### config.mk
export PLATFORM = sky130hd
export DESIGN_NAME = cdp_config_port
export DESIGN_NICKNAME = d
export VERILOG_FILES = /design/src/hdl/cdp_pkg.sv /design/src/hdl/cdp_config_port.sv
export SDC_FILE = /design/constraint.sdc
export NUM_CORES = 1
export LEC_CHECK = 0
export BUFFER_PORTS_ARGS = -buffer_cell sky130_fd_sc_hd__buf_2
export CAP_MARGIN = 20
export CORE_MARGIN = 2
export CORE_UTILIZATION = 59
export CTS_CLUSTER_DIAMETER = 80
export CTS_CLUSTER_SIZE = 8
export DETAILED_ROUTE_END_ITERATION = 7
export PLACE_DENSITY = 0.84
export SYNTH_ARGS = -nofsm -noshare
export SYNTH_HDL_FRONTEND = slang
export SYNTH_SLANG_ARGS = --single-unit
### constraint.sdc
create_clock -name sys_clk_in -period 6.7 [get_ports sys_clk_in]
set_input_delay 0.335 -clock sys_clk_in [delete_from_list [all_inputs] [get_ports sys_clk_in]]
set_output_delay 0.335 -clock sys_clk_in [all_outputs]
set_load 0.01 [all_outputs]
### src/hdl/cdp_pkg.sv
// package: constants and types of the configuration data port
package cdp_pkg;

    // ------------------------------------------------------------
    // loading schemes and controller states
    // ------------------------------------------------------------
    typedef enum logic [1:0] {
        passive_serial_scheme,
        passive_parallel_scheme,
        active_serial_scheme,
        active_parallel_scheme
    } cdp_scheme_e;

    typedef enum logic [1:0] {
        st_load,
        st_init,
        st_user
    } cdp_state_e;

    // ------------------------------------------------------------
    // timing
    // ------------------------------------------------------------
    localparam int SYS_PERIOD_NS = 40;
    localparam int SHIFT_HALF_NS = 160;
    localparam int HALF_CYCLES = (SHIFT_HALF_NS + SYS_PERIOD_NS - 1) / SYS_PERIOD_NS;
    localparam logic [2:0] HALF_LAST = 3'(HALF_CYCLES - 1);
    localparam int INIT_NS = 320;
    localparam int INIT_CYCLES = (INIT_NS + SYS_PERIOD_NS - 1) / SYS_PERIOD_NS;
    localparam logic [3:0] INIT_LAST = 4'(INIT_CYCLES - 1);

    // ------------------------------------------------------------
    // framing and pin masks
    // ------------------------------------------------------------
    localparam logic [5:0] CMD_BITS = 6'h20;
    localparam logic [23:0] CMD_ADDR = 24'h000000;
    localparam logic [4:0] SER_LAST = 5'h0F;
    localparam logic [4:0] BYTE_LAST = 5'h01;
    localparam logic [4:0] WORD_LAST = 5'h00;
    localparam logic [15:0] AS_USER_MASK = 16'hFFFC;
    localparam logic [15:0] ALL_MASK = 16'hFFFF;

    // pin drive bundle for the shift clock and data pins
    typedef struct packed {
        logic clk_out;
        logic clk_oe;
        logic [15:0] dat_out;
        logic [15:0] dat_oe;
    } cdp_pins_s;

    localparam cdp_pins_s PINS_RESET = '{1'b0, 1'b0, 16'h0000, 16'h0000};

endpackage : cdp_pkg

### src/hdl/cdp_config_port.sv
// module: configuration clock and data pin controller for four loading schemes
//
// Operation
// - passive schemes take the shift clock as input, sampling data on rising edges
// - active schemes drive the shift clock, timing every interface transfer
// - active schemes may hand the shift clock pin to user logic in user mode
// - in passive schemes the shift clock pin stays high impedance, also after configuration
// - memory-loading schemes drive the shift clock low after configuration
// - shift clock toggles after configuration leave the configured state untouched
// - serial schemes move one bit per clock on data line zero
// - after active serial, data line zero stays a dedicated user-readable input
// - after passive schemes, data line zero is a user pin per dual-use setting
// - after active parallel, data line zero is open-drain with optional user control
// - passive parallel moves a byte per clock; active parallel a 16-bit word
// - active serial drives data line one as a read command toward flash
// - after active serial, data line one stays a dedicated user-drivable output
// - during passive serial loading, data line one stays high impedance
// - data line one: dual-use after passive parallel, open-drain after active parallel
// - serial schemes hold data lines seven to two in high impedance while loading
// - lines seven to two: dual-use after passive parallel, open-drain after active parallel
// - once load-complete status rises, the block initialises then enters user mode
`timescale 1ns/1ps

module cdp_config_port #(
    parameter logic [7:0] READ_CMD_CODE = 8'h0B
) (
    // clock and reset
    input wire logic sys_clk_in,
    input wire logic rstn_in,
    // scheme strap and status
    input wire logic [1:0] scheme_sel_in,
    input wire logic load_complete_status_in,
    output logic user_mode_out,
    // shift clock pin
    input wire logic cfg_shift_clock_in,
    output logic cfg_shift_clock_out,
    output logic cfg_shift_clock_oe_out,
    // data pins
    input wire logic [15:0] cfg_data_in,
    output logic [15:0] cfg_data_out,
    output logic [15:0] cfg_data_oe_out,
    // configuration word stream
    output logic [15:0] word_data_out,
    output logic word_valid_out,
    input wire logic word_ready_in,
    output logic load_ready_out,
    // user control after configuration
    input wire logic user_ctrl_en_in,
    input wire logic dual_use_user_in,
    input wire logic user_clk_out_in,
    input wire logic [15:0] user_data_out_in,
    input wire logic [15:0] user_data_oe_in,
    output logic [15:0] user_data_in_out
);

    // ------------------------------------------------------------
    // pin synchronisers
    // ------------------------------------------------------------
    logic clk_s1;
    logic clk_s2;
    logic clk_s3;
    logic [15:0] dat_s1;
    logic [15:0] dat_s2;
    logic done_s1;
    logic done_s2;
    logic [1:0] sel_s1;
    logic [1:0] sel_s2;

    // two flops on every pin before use
    always_ff @(posedge sys_clk_in) begin
        clk_s1 <= cfg_shift_clock_in;
        clk_s2 <= clk_s1;
        clk_s3 <= clk_s2;
        dat_s1 <= cfg_data_in;
        dat_s2 <= dat_s1;
        done_s1 <= load_complete_status_in;
        done_s2 <= done_s1;
        sel_s1 <= scheme_sel_in;
        sel_s2 <= sel_s1;
    end

    // ------------------------------------------------------------
    // scheme and state
    // ------------------------------------------------------------
    cdp_pkg::cdp_scheme_e scheme;
    cdp_pkg::cdp_state_e state;
    cdp_pkg::cdp_state_e next_state;
    logic [3:0] init_cnt;

    // strap caught while reset is held
    always_ff @(posedge sys_clk_in) begin
        if (!rstn_in) begin
            scheme <= cdp_pkg::cdp_scheme_e'(sel_s2);
        end
    end

    // scheme decode
    wire is_ps = (scheme == cdp_pkg::passive_serial_scheme);
    wire is_pp = (scheme == cdp_pkg::passive_parallel_scheme);
    wire is_as = (scheme == cdp_pkg::active_serial_scheme);
    wire is_ap = (scheme == cdp_pkg::active_parallel_scheme);
    wire is_active = is_as | is_ap;
    wire is_serial = is_as | is_ps;
    wire loading = (state == cdp_pkg::st_load);
    wire in_user = (state == cdp_pkg::st_user);
    wire init_end = (state == cdp_pkg::st_init) && (init_cnt == cdp_pkg::INIT_LAST);

    // load, then initialise, then user mode
    always_comb begin
        next_state = state;
        unique case (state)
            cdp_pkg::st_load: begin
                if (done_s2) begin
                    next_state = cdp_pkg::st_init;
                end
            end
            cdp_pkg::st_init: begin
                if (init_end) begin
                    next_state = cdp_pkg::st_user;
                end
            end
            cdp_pkg::st_user: begin
                next_state = cdp_pkg::st_user;
            end
            default: next_state = cdp_pkg::st_load;
        endcase
    end

    // state register and initialisation counter
    always_ff @(posedge sys_clk_in) begin
        if (!rstn_in) begin
            state <= cdp_pkg::st_load;
            init_cnt <= 4'h0;
        end else begin
            state <= next_state;
            init_cnt <= (state == cdp_pkg::st_init) ? init_cnt + 4'h1 : 4'h0;
        end
    end

    // ------------------------------------------------------------
    // generated shift clock for active schemes
    // ------------------------------------------------------------
    logic gen_clk;
    logic [2:0] div_cnt;
    logic in_ready;

    // a low clock only rises while the buffer has room
    wire gen_run = loading & is_active & (in_ready | gen_clk);
    wire half_end = gen_run && (div_cnt == cdp_pkg::HALF_LAST);
    wire gen_rise = half_end & ~gen_clk;
    wire gen_fall = half_end & gen_clk;

    // divider
    always_ff @(posedge sys_clk_in) begin
        if (!rstn_in) begin
            gen_clk <= 1'b0;
            div_cnt <= 3'h0;
        end else begin
            div_cnt <= half_end ? 3'h0 : (gen_run ? div_cnt + 3'h1 : div_cnt);
            gen_clk <= loading & (gen_clk ^ half_end);
        end
    end

    // ------------------------------------------------------------
    // read command toward the serial flash
    // ------------------------------------------------------------
    logic [31:0] cmd_sr;
    logic [5:0] cmd_cnt;

    wire cmd_done = ~is_as | (cmd_cnt == cdp_pkg::CMD_BITS);
    wire serial_cmd_out_to_flash = cmd_sr[31];

    // command bits change on falling shift clock edges
    always_ff @(posedge sys_clk_in) begin
        if (!rstn_in) begin
            cmd_sr <= {READ_CMD_CODE, cdp_pkg::CMD_ADDR};
            cmd_cnt <= 6'h00;
        end else if (gen_fall && !cmd_done) begin
            cmd_sr <= {cmd_sr[30:0], 1'b1};
            cmd_cnt <= cmd_cnt + 6'h01;
        end
    end

    // ------------------------------------------------------------
    // data capture and word assembly
    // ------------------------------------------------------------
    logic [15:0] asm_word;
    logic [4:0] asm_cnt;

    // passive: synced rising edge; active: data held through high phase
    wire pas_rise = clk_s2 & ~clk_s3;
    wire unit_tick = loading & (is_active ? (gen_fall & cmd_done) : pas_rise);
    wire [4:0] unit_last = is_serial ? cdp_pkg::SER_LAST :
        (is_pp ? cdp_pkg::BYTE_LAST : cdp_pkg::WORD_LAST);
    wire [15:0] ser_word = {dat_s2[0], asm_word[15:1]};
    wire [15:0] byte_word = {dat_s2[7:0], asm_word[15:8]};
    wire [15:0] next_asm = is_serial ? ser_word : (is_pp ? byte_word : dat_s2);
    wire unit_end = (asm_cnt == unit_last);
    wire push = unit_tick & unit_end;

    // shift units in, first unit lands lowest
    always_ff @(posedge sys_clk_in) begin
        if (!rstn_in) begin
            asm_word <= 16'h0000;
            asm_cnt <= 5'h00;
        end else if (unit_tick) begin
            asm_word <= next_asm;
            asm_cnt <= unit_end ? 5'h00 : asm_cnt + 5'h01;
        end
    end

    // ------------------------------------------------------------
    // two-entry word buffer
    // ------------------------------------------------------------
    logic [15:0] buf_mem [2];
    logic wr_ptr;
    logic rd_ptr;
    logic [1:0] buf_cnt;

    wire pop = word_valid_out & word_ready_in;
    wire wr_en = push & in_ready;
    assign in_ready = (buf_cnt != 2'h2);
    assign word_valid_out = (buf_cnt != 2'h0);
    assign word_data_out = buf_mem[rd_ptr];
    assign load_ready_out = in_ready;

    // pointers and fill count
    always_ff @(posedge sys_clk_in) begin
        if (!rstn_in) begin
            wr_ptr <= 1'b0;
            rd_ptr <= 1'b0;
            buf_cnt <= 2'h0;
        end else begin
            wr_ptr <= wr_ptr ^ wr_en;
            rd_ptr <= rd_ptr ^ pop;
            buf_cnt <= buf_cnt + {1'b0, wr_en} - {1'b0, pop};
        end
    end

    // word write
    always_ff @(posedge sys_clk_in) begin
        if (wr_en) begin
            buf_mem[wr_ptr] <= next_asm;
        end
    end

    // ------------------------------------------------------------
    // pin direction and drive
    // ------------------------------------------------------------
    cdp_pkg::cdp_pins_s pins;
    cdp_pkg::cdp_pins_s next_pins;

    // shift clock: generated while loading, low or user-owned after
    wire act_user = in_user & is_active;
    wire act_clk = act_user ? (user_ctrl_en_in & user_clk_out_in) : gen_clk;
    wire clk_oe = is_active;

    // general user pins after passive or serial loading
    wire [15:0] gp_mask = is_as ? cdp_pkg::AS_USER_MASK : cdp_pkg::ALL_MASK;
    wire gp_on = in_user & ~is_ap & dual_use_user_in;
    wire [15:0] gp_oe = gp_on ? (user_data_oe_in & gp_mask) : 16'h0000;

    // open-drain user control after active parallel loading
    wire od_on = in_user & is_ap & user_ctrl_en_in;
    wire [15:0] od_oe = od_on ? (user_data_oe_in & ~user_data_out_in) : 16'h0000;

    // data line one: command while loading, user output after
    wire as_d1 = in_user ? (~user_ctrl_en_in | user_data_out_in[1]) :
        serial_cmd_out_to_flash;
    wire [15:0] as_oe = is_as ? 16'h0002 : 16'h0000;

    // merge drivers; open-drain pins only ever pull low
    always_comb begin
        next_pins.clk_out = act_clk;
        next_pins.clk_oe = clk_oe;
        next_pins.dat_oe = as_oe | gp_oe | od_oe;
        next_pins.dat_out = 16'h0000;
        if (gp_on) begin
            next_pins.dat_out = user_data_out_in & gp_mask;
        end
        if (is_as) begin
            next_pins.dat_out[1] = as_d1;
        end
    end

    // pin register
    always_ff @(posedge sys_clk_in) begin
        if (!rstn_in) begin
            pins <= cdp_pkg::PINS_RESET;
        end else begin
            pins <= next_pins;
        end
    end

    // user view of the data pins
    always_ff @(posedge sys_clk_in) begin
        if (!rstn_in) begin
            user_data_in_out <= 16'h0000;
            user_mode_out <= 1'b0;
        end else begin
            user_data_in_out <= in_user ? dat_s2 : 16'h0000;
            user_mode_out <= in_user;
        end
    end

    assign cfg_shift_clock_out = pins.clk_out;
    assign cfg_shift_clock_oe_out = pins.clk_oe;
    assign cfg_data_out = pins.dat_out;
    assign cfg_data_oe_out = pins.dat_oe;
endmodule : cdp_config_port

; ---- After elaboration in Yosys (flattened, before gate mapping)
; Memories as Yosys holds them, arrays and structs flattened. A register that Yosys moved wholly into a read port is not among the register bits.
; Cells that the tools add are included.
[word_totals]
reg_bits = 167
ram_bits = 32
in_bits = 58
n_memories = 1
[classes]
n_addsub = 6
n_eq_ne = 12
mux = 20
n_bitwise = 35
n_reduce_logical = 12
[mem_list]
columns = name, depth, width, rd, rd_clocked_by_memory_dff, write_ports, line
row1 = buf_mem, 2, 16, 1, 1, 1, cdp_config_port.sv:215  ; logic [15:0] buf_mem [2];
[op_table]
columns = operator, n
row1 = $mux 16, 4
row2 = $and 16x16->16, 3
row3 = $and 1x1->1, 16
row4 = $not 16->16, 1
row5 = $or 16x16->16, 1
row6 = $or 2x16->16, 1
row7 = $mux 2, 5
row8 = $mux 1, 8
row9 = $reduce_and 2->1, 4
row10 = $add 6x1->6 const B, 1
row11 = $eq 2x2->1 const B, 3
row12 = $eq 6x6->1 const B, 1
row13 = $ne 2x2->1 const B, 3
row14 = $pmux 2 s3, 1
row15 = $add 5x1->5 const B, 1
row16 = $eq 5x4->1, 1
row17 = $mux 5, 1
row18 = $not 1->1, 5
row19 = $or 1x1->1, 5
row20 = $add 4x1->4 const B, 1
row21 = $eq 2x1->1 const B, 2
row22 = $eq 4x3->1 const B, 1
row23 = $logic_not 2->1, 2
row24 = $mux 4, 1
row25 = 9 further kinds, 13

; ---- Longest topological paths before layout
; Gate-level depths: netlist of the first run.
[logic_depth]
ltp_word = 13
depth_mapped = 15
ltp_nobuf = 14

; ---- Worst setup path before layout of the first run
; No wires, ideal clock.
[synth_timing]
path_kind = register to register
start = reg state[0]
end = reg buf_cnt[1]
setup_time_ns = 0.128
arrival_ns = 2.562
slack_ns = 4.010
path_stages_with_launch = 16
path_buffers = 1
cell_sequence = dfxtp_1 -> inv_1 -> ha_1 -> o211a_1 -> and2_1 -> ha_1 -> a41oi_1 -> o21ai_4 -> buf_6 -> nand3_1 -> ha_1 -> inv_1 -> ha_1 -> xor2_1 -> xnor2_1 -> nor2_1
[synth_between]
elab_chain_len = 12
[synth_rtl]
columns = element, line
row1 = "start, declared", cdp_config_port.sv:86  ; cdp_pkg::cdp_state_e state;
row2 = "start signal, assigned", cdp_config_port.sv:132  ; state <= cdp_pkg::st_load;
row3 = "start signal, assigned", cdp_config_port.sv:135  ; state <= next_state;
row4 = $logic_not 2->1 *, cdp_config_port.sv:104  ; wire loading = (state == cdp_pkg::st_load);
row5 = $and 1x1->1 (2 in series), cdp_config_port.sv:148  ; wire gen_run = loading & is_active & (in_ready | gen_clk);
row6 = $logic_and 1x1->1, cdp_config_port.sv:149  ; wire half_end = gen_run && (div_cnt == cdp_pkg::HALF_LAST);
row7 = $and 1x1->1, cdp_config_port.sv:151  ; wire gen_fall = half_end & gen_clk;
row8 = $and 1x1->1, cdp_config_port.sv:192  ; wire unit_tick = loading & (is_active ? (gen_fall & cmd_done) : pas_rise);
row9 = $mux 1, cdp_config_port.sv:192
row10 = $and 1x1->1 *, cdp_config_port.sv:192
row11 = $and 1x1->1 *, cdp_config_port.sv:199  ; wire push = unit_tick & unit_end;
row12 = $and 1x1->1 *, cdp_config_port.sv:221  ; wire wr_en = push & in_ready;
row13 = $add 2x1->2 *, cdp_config_port.sv:236  ; buf_cnt <= buf_cnt + {1'b0, wr_en} - {1'b0, pop};
row14 = $sub 2x1->2 *, cdp_config_port.sv:236
row15 = "end signal, assigned", cdp_config_port.sv:236
row16 = "end, declared", cdp_config_port.sv:218  ; logic [1:0] buf_cnt;
; Every way passes the cells marked *; elsewhere a longest branch is shown, timed or not.
; A chain may end at the register's enable or synchronous reset.

; ---- Worst setup path after layout of the first run
[layout_timing]
start = reg state[0]
end = mem buf_mem[0][11], enable pin
[layout_between]
elab_chain_len = 12
[layout_rtl]
columns = element, line
row1 = $logic_not 2->1 *, cdp_config_port.sv:104
row2 = $and 1x1->1 (2 in series), cdp_config_port.sv:148
row3 = $logic_and 1x1->1, cdp_config_port.sv:149
row4 = $and 1x1->1, cdp_config_port.sv:151
row5 = $and 1x1->1, cdp_config_port.sv:192
row6 = $mux 1, cdp_config_port.sv:192
row7 = $and 1x1->1 *, cdp_config_port.sv:192
row8 = $and 1x1->1 *, cdp_config_port.sv:199
row9 = $and 1x1->1 *, cdp_config_port.sv:221
row10 = $mux 1 *, cdp_config_port.sv:242  ; if (wr_en) begin
row11 = $mux 1 (not written as such) *, cdp_config_port.sv:243  ; buf_mem[wr_ptr] <= next_asm;
row12 = "end, declared", cdp_config_port.sv:215
; Marked as above.

==> metrics, run 1 <==
portion of total power attributed to the clock network=0.396; die boundary width=112 um; Port-buffer cells=126; result of the run=finished, final reports clean; endpoint of the most critical setup path=buf_mem[0][11]; post-route ant nets=0; synthesized instance count=623; P&R area growth vs syn=22.0%; slew of the pin with the lowest slew margin=0.858 ns; number of global-route vias before repair=4702; Finished Cell Area=0.00840 mm2; cell repeated most along the worst path=ha_1; floorplan die area=0.0126 mm2; Finished Core Util=0.736; final RePlAce weighted congestion=0.827; number of storage elements in the synthesis netlist=199; diode insertion count for antenna repair=0; net load switching power=0.000633 W; proportion of synthesized chip area in sequential cells=0.628; setup tns final=0 ns; internal power contribution=0.00194 W; highest clock rate=287 MHz; clock tree from TritonCTS=built; deepest level of the CTS H-tree=4; # rows=39; worst setup slack for register-to-register paths=3.22 ns; top fanout value on the critical path=23; path category of the worst min-delay check=primary input to register; pwr/cell area=306 mW/mm2; arrival time at the worst endpoint=3.54 ns; RSZ-0062 raised after global routing=no; clock tree root driver cell=clkbuf_16; footprint of the multi-input gates=0.00234 mm2; dpl ws=3.23 ns; number of placed I/O pins=127; total CTS buffers=17; total overflow reported by the global router=0; antenna violations before repair=0; FF-to-FF path depth=9; drt first-iter violations=323; delay-heaviest family, CP=adder cells; Critical-path top delay cell=o21ai_4; routed len/inst=14.6 um; count of endpoints failing setup in the final report=0; most used flip-flop cell after synthesis=dfxtp_1; first-pass GRT wire length=21900 um; combinational fraction of design power=0.100; Cell Chain, Critical Path=inv_1 > ha_1 > o211a_1 > and2_1 > ha_1 > nand3_1 > o21ai_4 > and3_1 > ha_1; maximum single-stage delay on the critical path=0.70 ns; effective utilization at floorplan=0.603; number of nets in the synthesized netlist=695; startpoint of the most critical setup path=state[0]; clock-pin slew reported for the worst setup and hold paths after clock tree synthesis=0.07 ns; Crit. path cell count=9; leak pwr=3.65 nW; startpoint types=register; startpoint-to-endpoint class of the critical path=register to register; number of nets in the layout=830; post-synthesis async set-or-reset flop share=0; Final Hold Viols=0; summed instance area of the synthesized netlist=0.00689 mm2; DRT Pass-1 Iters=4; post-DR vias/cell=5.20; Mapped Avg Cell Area=11.1 um2; final routed DRC violation total=0; Via Count=4753; proportion of layout cells with a drive suffix above 1=0.243; register share of total power=0.505; Post-CTS Setup Bufs=0; number of synthesis warnings=0; WL final=13400 um; worst slew margin relative to its limit=0.426; placed cell count=861; Worst Clk Skew=0.0116 ns; setup slack of the critical path after layout=3.22 ns; share of the clock period used by the worst path=0.520; Buf+Inv Stages, Crit Path=1; origin of the worst min-delay path=user_data_oe_in[6]; number of fillers in the final layout=776; max-cap violations=0; Reg-to-Reg Start=state[0]; number of enable flip-flop cells after synthesis=34; Unique masters post-synth=46; total global-route track usage=0.219; type of element capturing the critical path=register; number of slew-limit violations in the final report=0; crit path time final=3.48 ns; die boundary height=112 um; worst path required time=6.76 ns; largest net degree at the start of global routing=66; dpl hpwl=8670 um; Cell Area, Placed=0.00756 mm2; Sink Count=199; clk_lat worst skew=0.43 ns; placeable core area=0.0114 mm2; Sequential Area=0.00432 mm2; number of buffers between clock root and the deepest sink=2; Peak VDD IR=0.211 mV; end of the worst register-to-register path=buf_mem[0][11]; switching share of power=0.246; post-layout instance count excluding filler cells=914
## power by group through the flow
stage,logic (W),registers [W],clock network (W)
floorplan,0.000169,0.00131,0
global placement,0.000236,0.00132,0
detailed placement,0.000244,0.00132,0
CTS,0.000255,0.00130,0.00104
global route,0.000281,0.00130,0.00108
finish,0.000257,0.00130,0.00102
## synthesized netlist by cell type (2+ instances only)
| master | n | share of area |
|---|---|---|
| xor2_1 | 4 | 0.0051 |
| nand4_1 | 5 | 0.0045 |
| nand2b_1 | 3 | 0.0027 |
| edfxtp_1 | 34 | 0.15 |
| o211a_1 | 3 | 0.0044 |
| buf_1 | 5 | 0.0027 |
| clkbuf_1 | 12 | 0.0065 |
| nand3_1 | 9 | 0.0065 |
| ha_1 | 14 | 0.025 |
| and3_1 | 22 | 0.020 |
| mux2i_1 | 34 | 0.049 |
| nand2_2 | 2 | 0.0018 |
| inv_1 | 12 | 0.0065 |
| dfxtp_1 | 165 | 0.48 |
| buf_2 | 14 | 0.010 |
| mux2_2 | 16 | 0.026 |
| xnor2_1 | 6 | 0.0076 |
| o21ai_0 | 2 | 0.0015 |
| o21a_1 | 14 | 0.015 |
| a21oi_1 | 51 | 0.037 |
| nand3b_1 | 5 | 0.0055 |
| nand2_1 | 76 | 0.041 |
| and2_1 | 20 | 0.018 |
| nor2b_1 | 3 | 0.0027 |
| a31oi_1 | 2 | 0.0018 |
| nor2_1 | 68 | 0.037 |
| buf_6 | 3 | 0.0049 |
## flip-flops by register name (all words and copies together) (netlist names), 3 cells and up, named ones only
signal and cells:
cmd_cnt 6, dat_s1 16, init_cnt 4, cmd_sr 32, dat_s2 16, div_cnt 3
cfg_data_out 16, asm_word 15, buf_mem 32, user_data_in_out 16, asm_cnt 5, cfg_data_oe_out 16
## routing by layer
| metal | routed length [um] | up-vias | part of all wire | track usage |
|---|---|---|---|---|
| met5 | 0 | - | 0 | 0 |
| met1 | 5950 | 2248 | 0.44 | 0.276 |
| li1 | - | 2376 | - | - |
| met2 | 6640 | 120 | 0.50 | 0.368 |
| met3 | 657 | 9 | 0.049 | 0.0605 |
| met4 | 124 | 0 | 0.0093 | 0.0764 |
## layout by cell type, fill, tap and decap left out, drive strengths merged, types with 2 or more instances in the layout
cell	n
buf	131
o21ai	4
xnor2	6
nand3b	5
a31oi	2
mux2	16
o21a	14
edfxtp	34
and2	20
ha	14
nand2b	3
nand2	78
nor2b	3
o211a	3
nand4	5
inv	16
xor2	4
mux2i	34
nor2	68
dfxtp	165
nand3	9
a21oi	51
and3	22
clkinv	8
clkbuf	19
dlygate4sd3	20
## repair_timing
item | in CTS | in global routing
gates resized for setup | 0 | 0
endpoints found under the hold margin | 19 | 1
hold buffers | 19 | 1
## worst min path at each step
stage	to	slack, ns	depth (start not counted)
after detailed placement	dat_s2[15]	0.31	0
after CTS	dat_s1[2]	0.0007	1
final	cfg_data_oe_out[6]	0.10	2
after global placement	dat_s2[7]	0.31	0
after floorplan	clk_s2	0.31	0
after global routing	cfg_data_oe_out[6]	0.1	2
## stage by stage
| stage | hold slack [ns] | total power [W] |
|---|---|---|
| 2_1_floorplan | 0.310 | 0.00148 |
| 3_3_place_gp | 0.311 | 0.00156 |
| 3_5_place_dp | 0.312 | 0.00157 |
| 4_1_cts | 0.000716 | 0.00259 |
| 5_1_grt | 0.0959 | 0.00267 |
| 6_report | 0.104 | 0.00257 |
## logic make-up (layout without fill, tap and decap cells)
kind of cell    count (synthesis)  after routing  share of synthesized area
fa+ha+maj                      14             14                     0.0254
buf+inv                        48            196                     0.0325
flops                         199            199                      0.628
compound gates                 84             84                     0.0774
mux                            50             50                     0.0756
xor+xnor                       10             10                     0.0127
simple gates                  218            218                      0.149
## layout make-up
type / instances / share of cell area
flip-flops and latches: 199 / 0.515
multi-input cells: 376 / 0.279
repair buffers: 151 / 0.106
clock buffers: 19 / 0.0541
well taps: 143 / 0.0213
clock inverters: 13 / 0.0195
inverters: 13 / 0.00581
Note: power is estimated with default switching activity, not from simulation.
==> run 2, diff against run 1 <==
--- a/config.mk
+++ b/config.mk
@@ -8,11 +8,11 @@
 export BUFFER_PORTS_ARGS = -buffer_cell sky130_fd_sc_hd__buf_2
 export CAP_MARGIN = 20
 export CORE_MARGIN = 2
-export CORE_UTILIZATION = 59
+export CORE_UTILIZATION = 49
 export CTS_CLUSTER_DIAMETER = 80
 export CTS_CLUSTER_SIZE = 8
 export DETAILED_ROUTE_END_ITERATION = 7
-export PLACE_DENSITY = 0.84
+export PLACE_DENSITY = 0.74
 export SYNTH_ARGS = -nofsm -noshare
 export SYNTH_HDL_FRONTEND = slang
 export SYNTH_SLANG_ARGS = --single-unit
==> constraint.sdc (replaced) <==
create_clock -name sys_clk_in -period 3.1 [get_ports sys_clk_in]
set_input_delay 0.155 -clock sys_clk_in [delete_from_list [all_inputs] [get_ports sys_clk_in]]
set_output_delay 0.155 -clock sys_clk_in [all_outputs]
set_load 0.01 [all_outputs]
==> metrics, run 2 (synthesized netlist as in run 1, its figures left out) <==
number of buffers between clock root and the deepest sink=2; number of fillers in the final layout=1058; diode insertion count for antenna repair=0; dpl hpwl=9140 um; RSZ-0062 raised after global routing=no; Sink Count=199; drt first-iter violations=274; Fin Hold WS=0.0187 ns; DRT Pass-1 Iters=5; post-route ant nets=0; proportion of layout cells with a drive suffix above 1=0.241; post-DR vias/cell=4.95; effective utilization at floorplan=0.498; setup tns final=0 ns; total overflow reported by the global router=0; path category of the worst min-delay check=primary input to register; Via Count=4892; crit path time final=2.78 ns; routed len/inst=14.3 um; largest net degree at the start of global routing=66; arrival time at the worst endpoint=3.09 ns; WL final=14100 um; clock-pin slew reported for the worst setup and hold paths after clock tree synthesis=0.07 ns; worst slew margin relative to its limit=0.420; placeable core area=0.0138 mm2; top library cells by usage in the layout, fill and taps aside=dfxtp_1 (165), buf_2 (126), nand2_1 (76); Crit. path cell count=14; total global-route track usage=0.193; number of nets in the layout=867; P&R area growth vs syn=27.3%; Finished Core Util=0.634; worst hold stages=3; clock tree from TritonCTS=built; Post-CTS Setup Bufs=0; Buf+Inv Stages, Crit Path=2; number of placed I/O pins=127; result of the run=finished, final reports clean; FF-to-FF path depth=14; startpoint types=register; total CTS buffers=17; total chip power=0.00553 W; antenna violations before repair=0; # rows=43; Peak VDD IR=0.430 mV; Cell Chain, Critical Path=inv_1 > ha_1 > o211a_1 > and2_1 > ha_1 > a41oi_1 > o21ai_4 > nand3_1 > ha_1 > inv_1 > ha_1 > xor2_1 > xnor2_1 > nor2_1; max-cap violations=0; clock tree root driver cell=clkbuf_16; die boundary width=123 um; first-pass GRT wire length=22200 um; worst path required time=3.41 ns; type of element capturing the critical path=register; count of endpoints failing setup in the final report=0; most common cell after layout, fill and taps aside=dfxtp_1; delay-heaviest family, CP=adder cells; die boundary height=123 um; pwr/cell area=631 mW/mm2; highest clock rate=360 MHz; final RePlAce weighted congestion=0.800; share of the clock period used by the worst path=0.896; floorplan die area=0.0150 mm2; final routed DRC violation total=0; Critical-path top delay cell=dfxtp_1; Sequential Area=0.00432 mm2; Port-buffer cells=126; Worst Clk Skew=0.0108 ns; number of global-route vias before repair=4773; slew of the pin with the lowest slew margin=0.869 ns; cell repeated most along the worst path=ha_1; largest registers=buf_mem x32, cmd_sr x32; Final Hold Viols=0; clk_lat worst skew=0.43 ns; maximum single-stage delay on the critical path=0.38 ns; top fanout value on the critical path=7; startpoint-to-endpoint class of the critical path=register to register; number of slew-limit violations in the final report=0; setup slack of the critical path after layout=0.321 ns; dpl ws=0.220 ns; leak pwr=3.80 nW; deepest level of the CTS H-tree=4; footprint of the multi-input gates=0.00235 mm2
==> run 2: cell types whose count changed in the layout (fill, tap and decap cells not counted), sizes merged <==
| cell | change |
|---|---|
| buf | +5 |
| clkbuf | -1 |
| clkinv | -2 |
| clkinvlp | -1 |
| dlygate4sd3 | +32 |
| inv | +4 |
==> run 2: path summary, 6_finish.rpt <==
kind / startpoint / endpoint / slack (ns)
worst min register to register: dat_s1[2] / dat_s2[2] / 0.32
worst max register to register: state[1] / buf_cnt[1] / 0.32
worst min-delay path: user_clk_out_in / cfg_shift_clock_out / 0.02
worst max-delay path: state[1] / buf_cnt[1] / 0.32
==> run 2: tightest hold or removal path: stages <==
cell	delay, ns
buf_2	0.10
nand4_1	0.08
a21oi_1	0.07
==> run 2: final cells by class <==
type | instances | area share
Tap cell | 180 | 0.0257
Multi-Input combinational cell | 376 | 0.268
Inverter | 13 | 0.00557
Clock inverter | 14 | 0.0161
Clock buffer | 18 | 0.0501
Timing Repair Buffer | 188 | 0.141
Sequential cell | 199 | 0.493
==> run 2: where the power goes <==
group	switching [W]	internal [W]	leakage [nW]
sequential	0.0000756	0.00273	1.66
clock	0.000977	0.00115	0.290
combinational	0.000299	0.000298	1.85
total	0.00135	0.00418	3.80
==> run 2: stage by stage <==
stage | instance area, um2 | cells
after detailed placement | 7640 | 903
after floorplan | 6890 | 623
after global placement | 7640 | 903
after global routing | 8770 | 988
final | 8770 | 988
after CTS | 8740 | 987
==> run 2: layer usage <==
metal / wire length (um) / vias up / track usage
li1: - / 2449 / -
met1: 6070 / 2293 / 0.228
met2: 7140 / 126 / 0.329
met3: 655 / 24 / 0.0502
met4: 248 / 0 / 0.0898
met5: 0 / - / 0
==> run 2: repair_timing <==
item | in CTS | in global routing
hold endpoints to repair | 54 | 0
gates resized for setup | 0 | 2
hold buffers | 52 | 0
endpoints found under the setup margin | 0 | 32
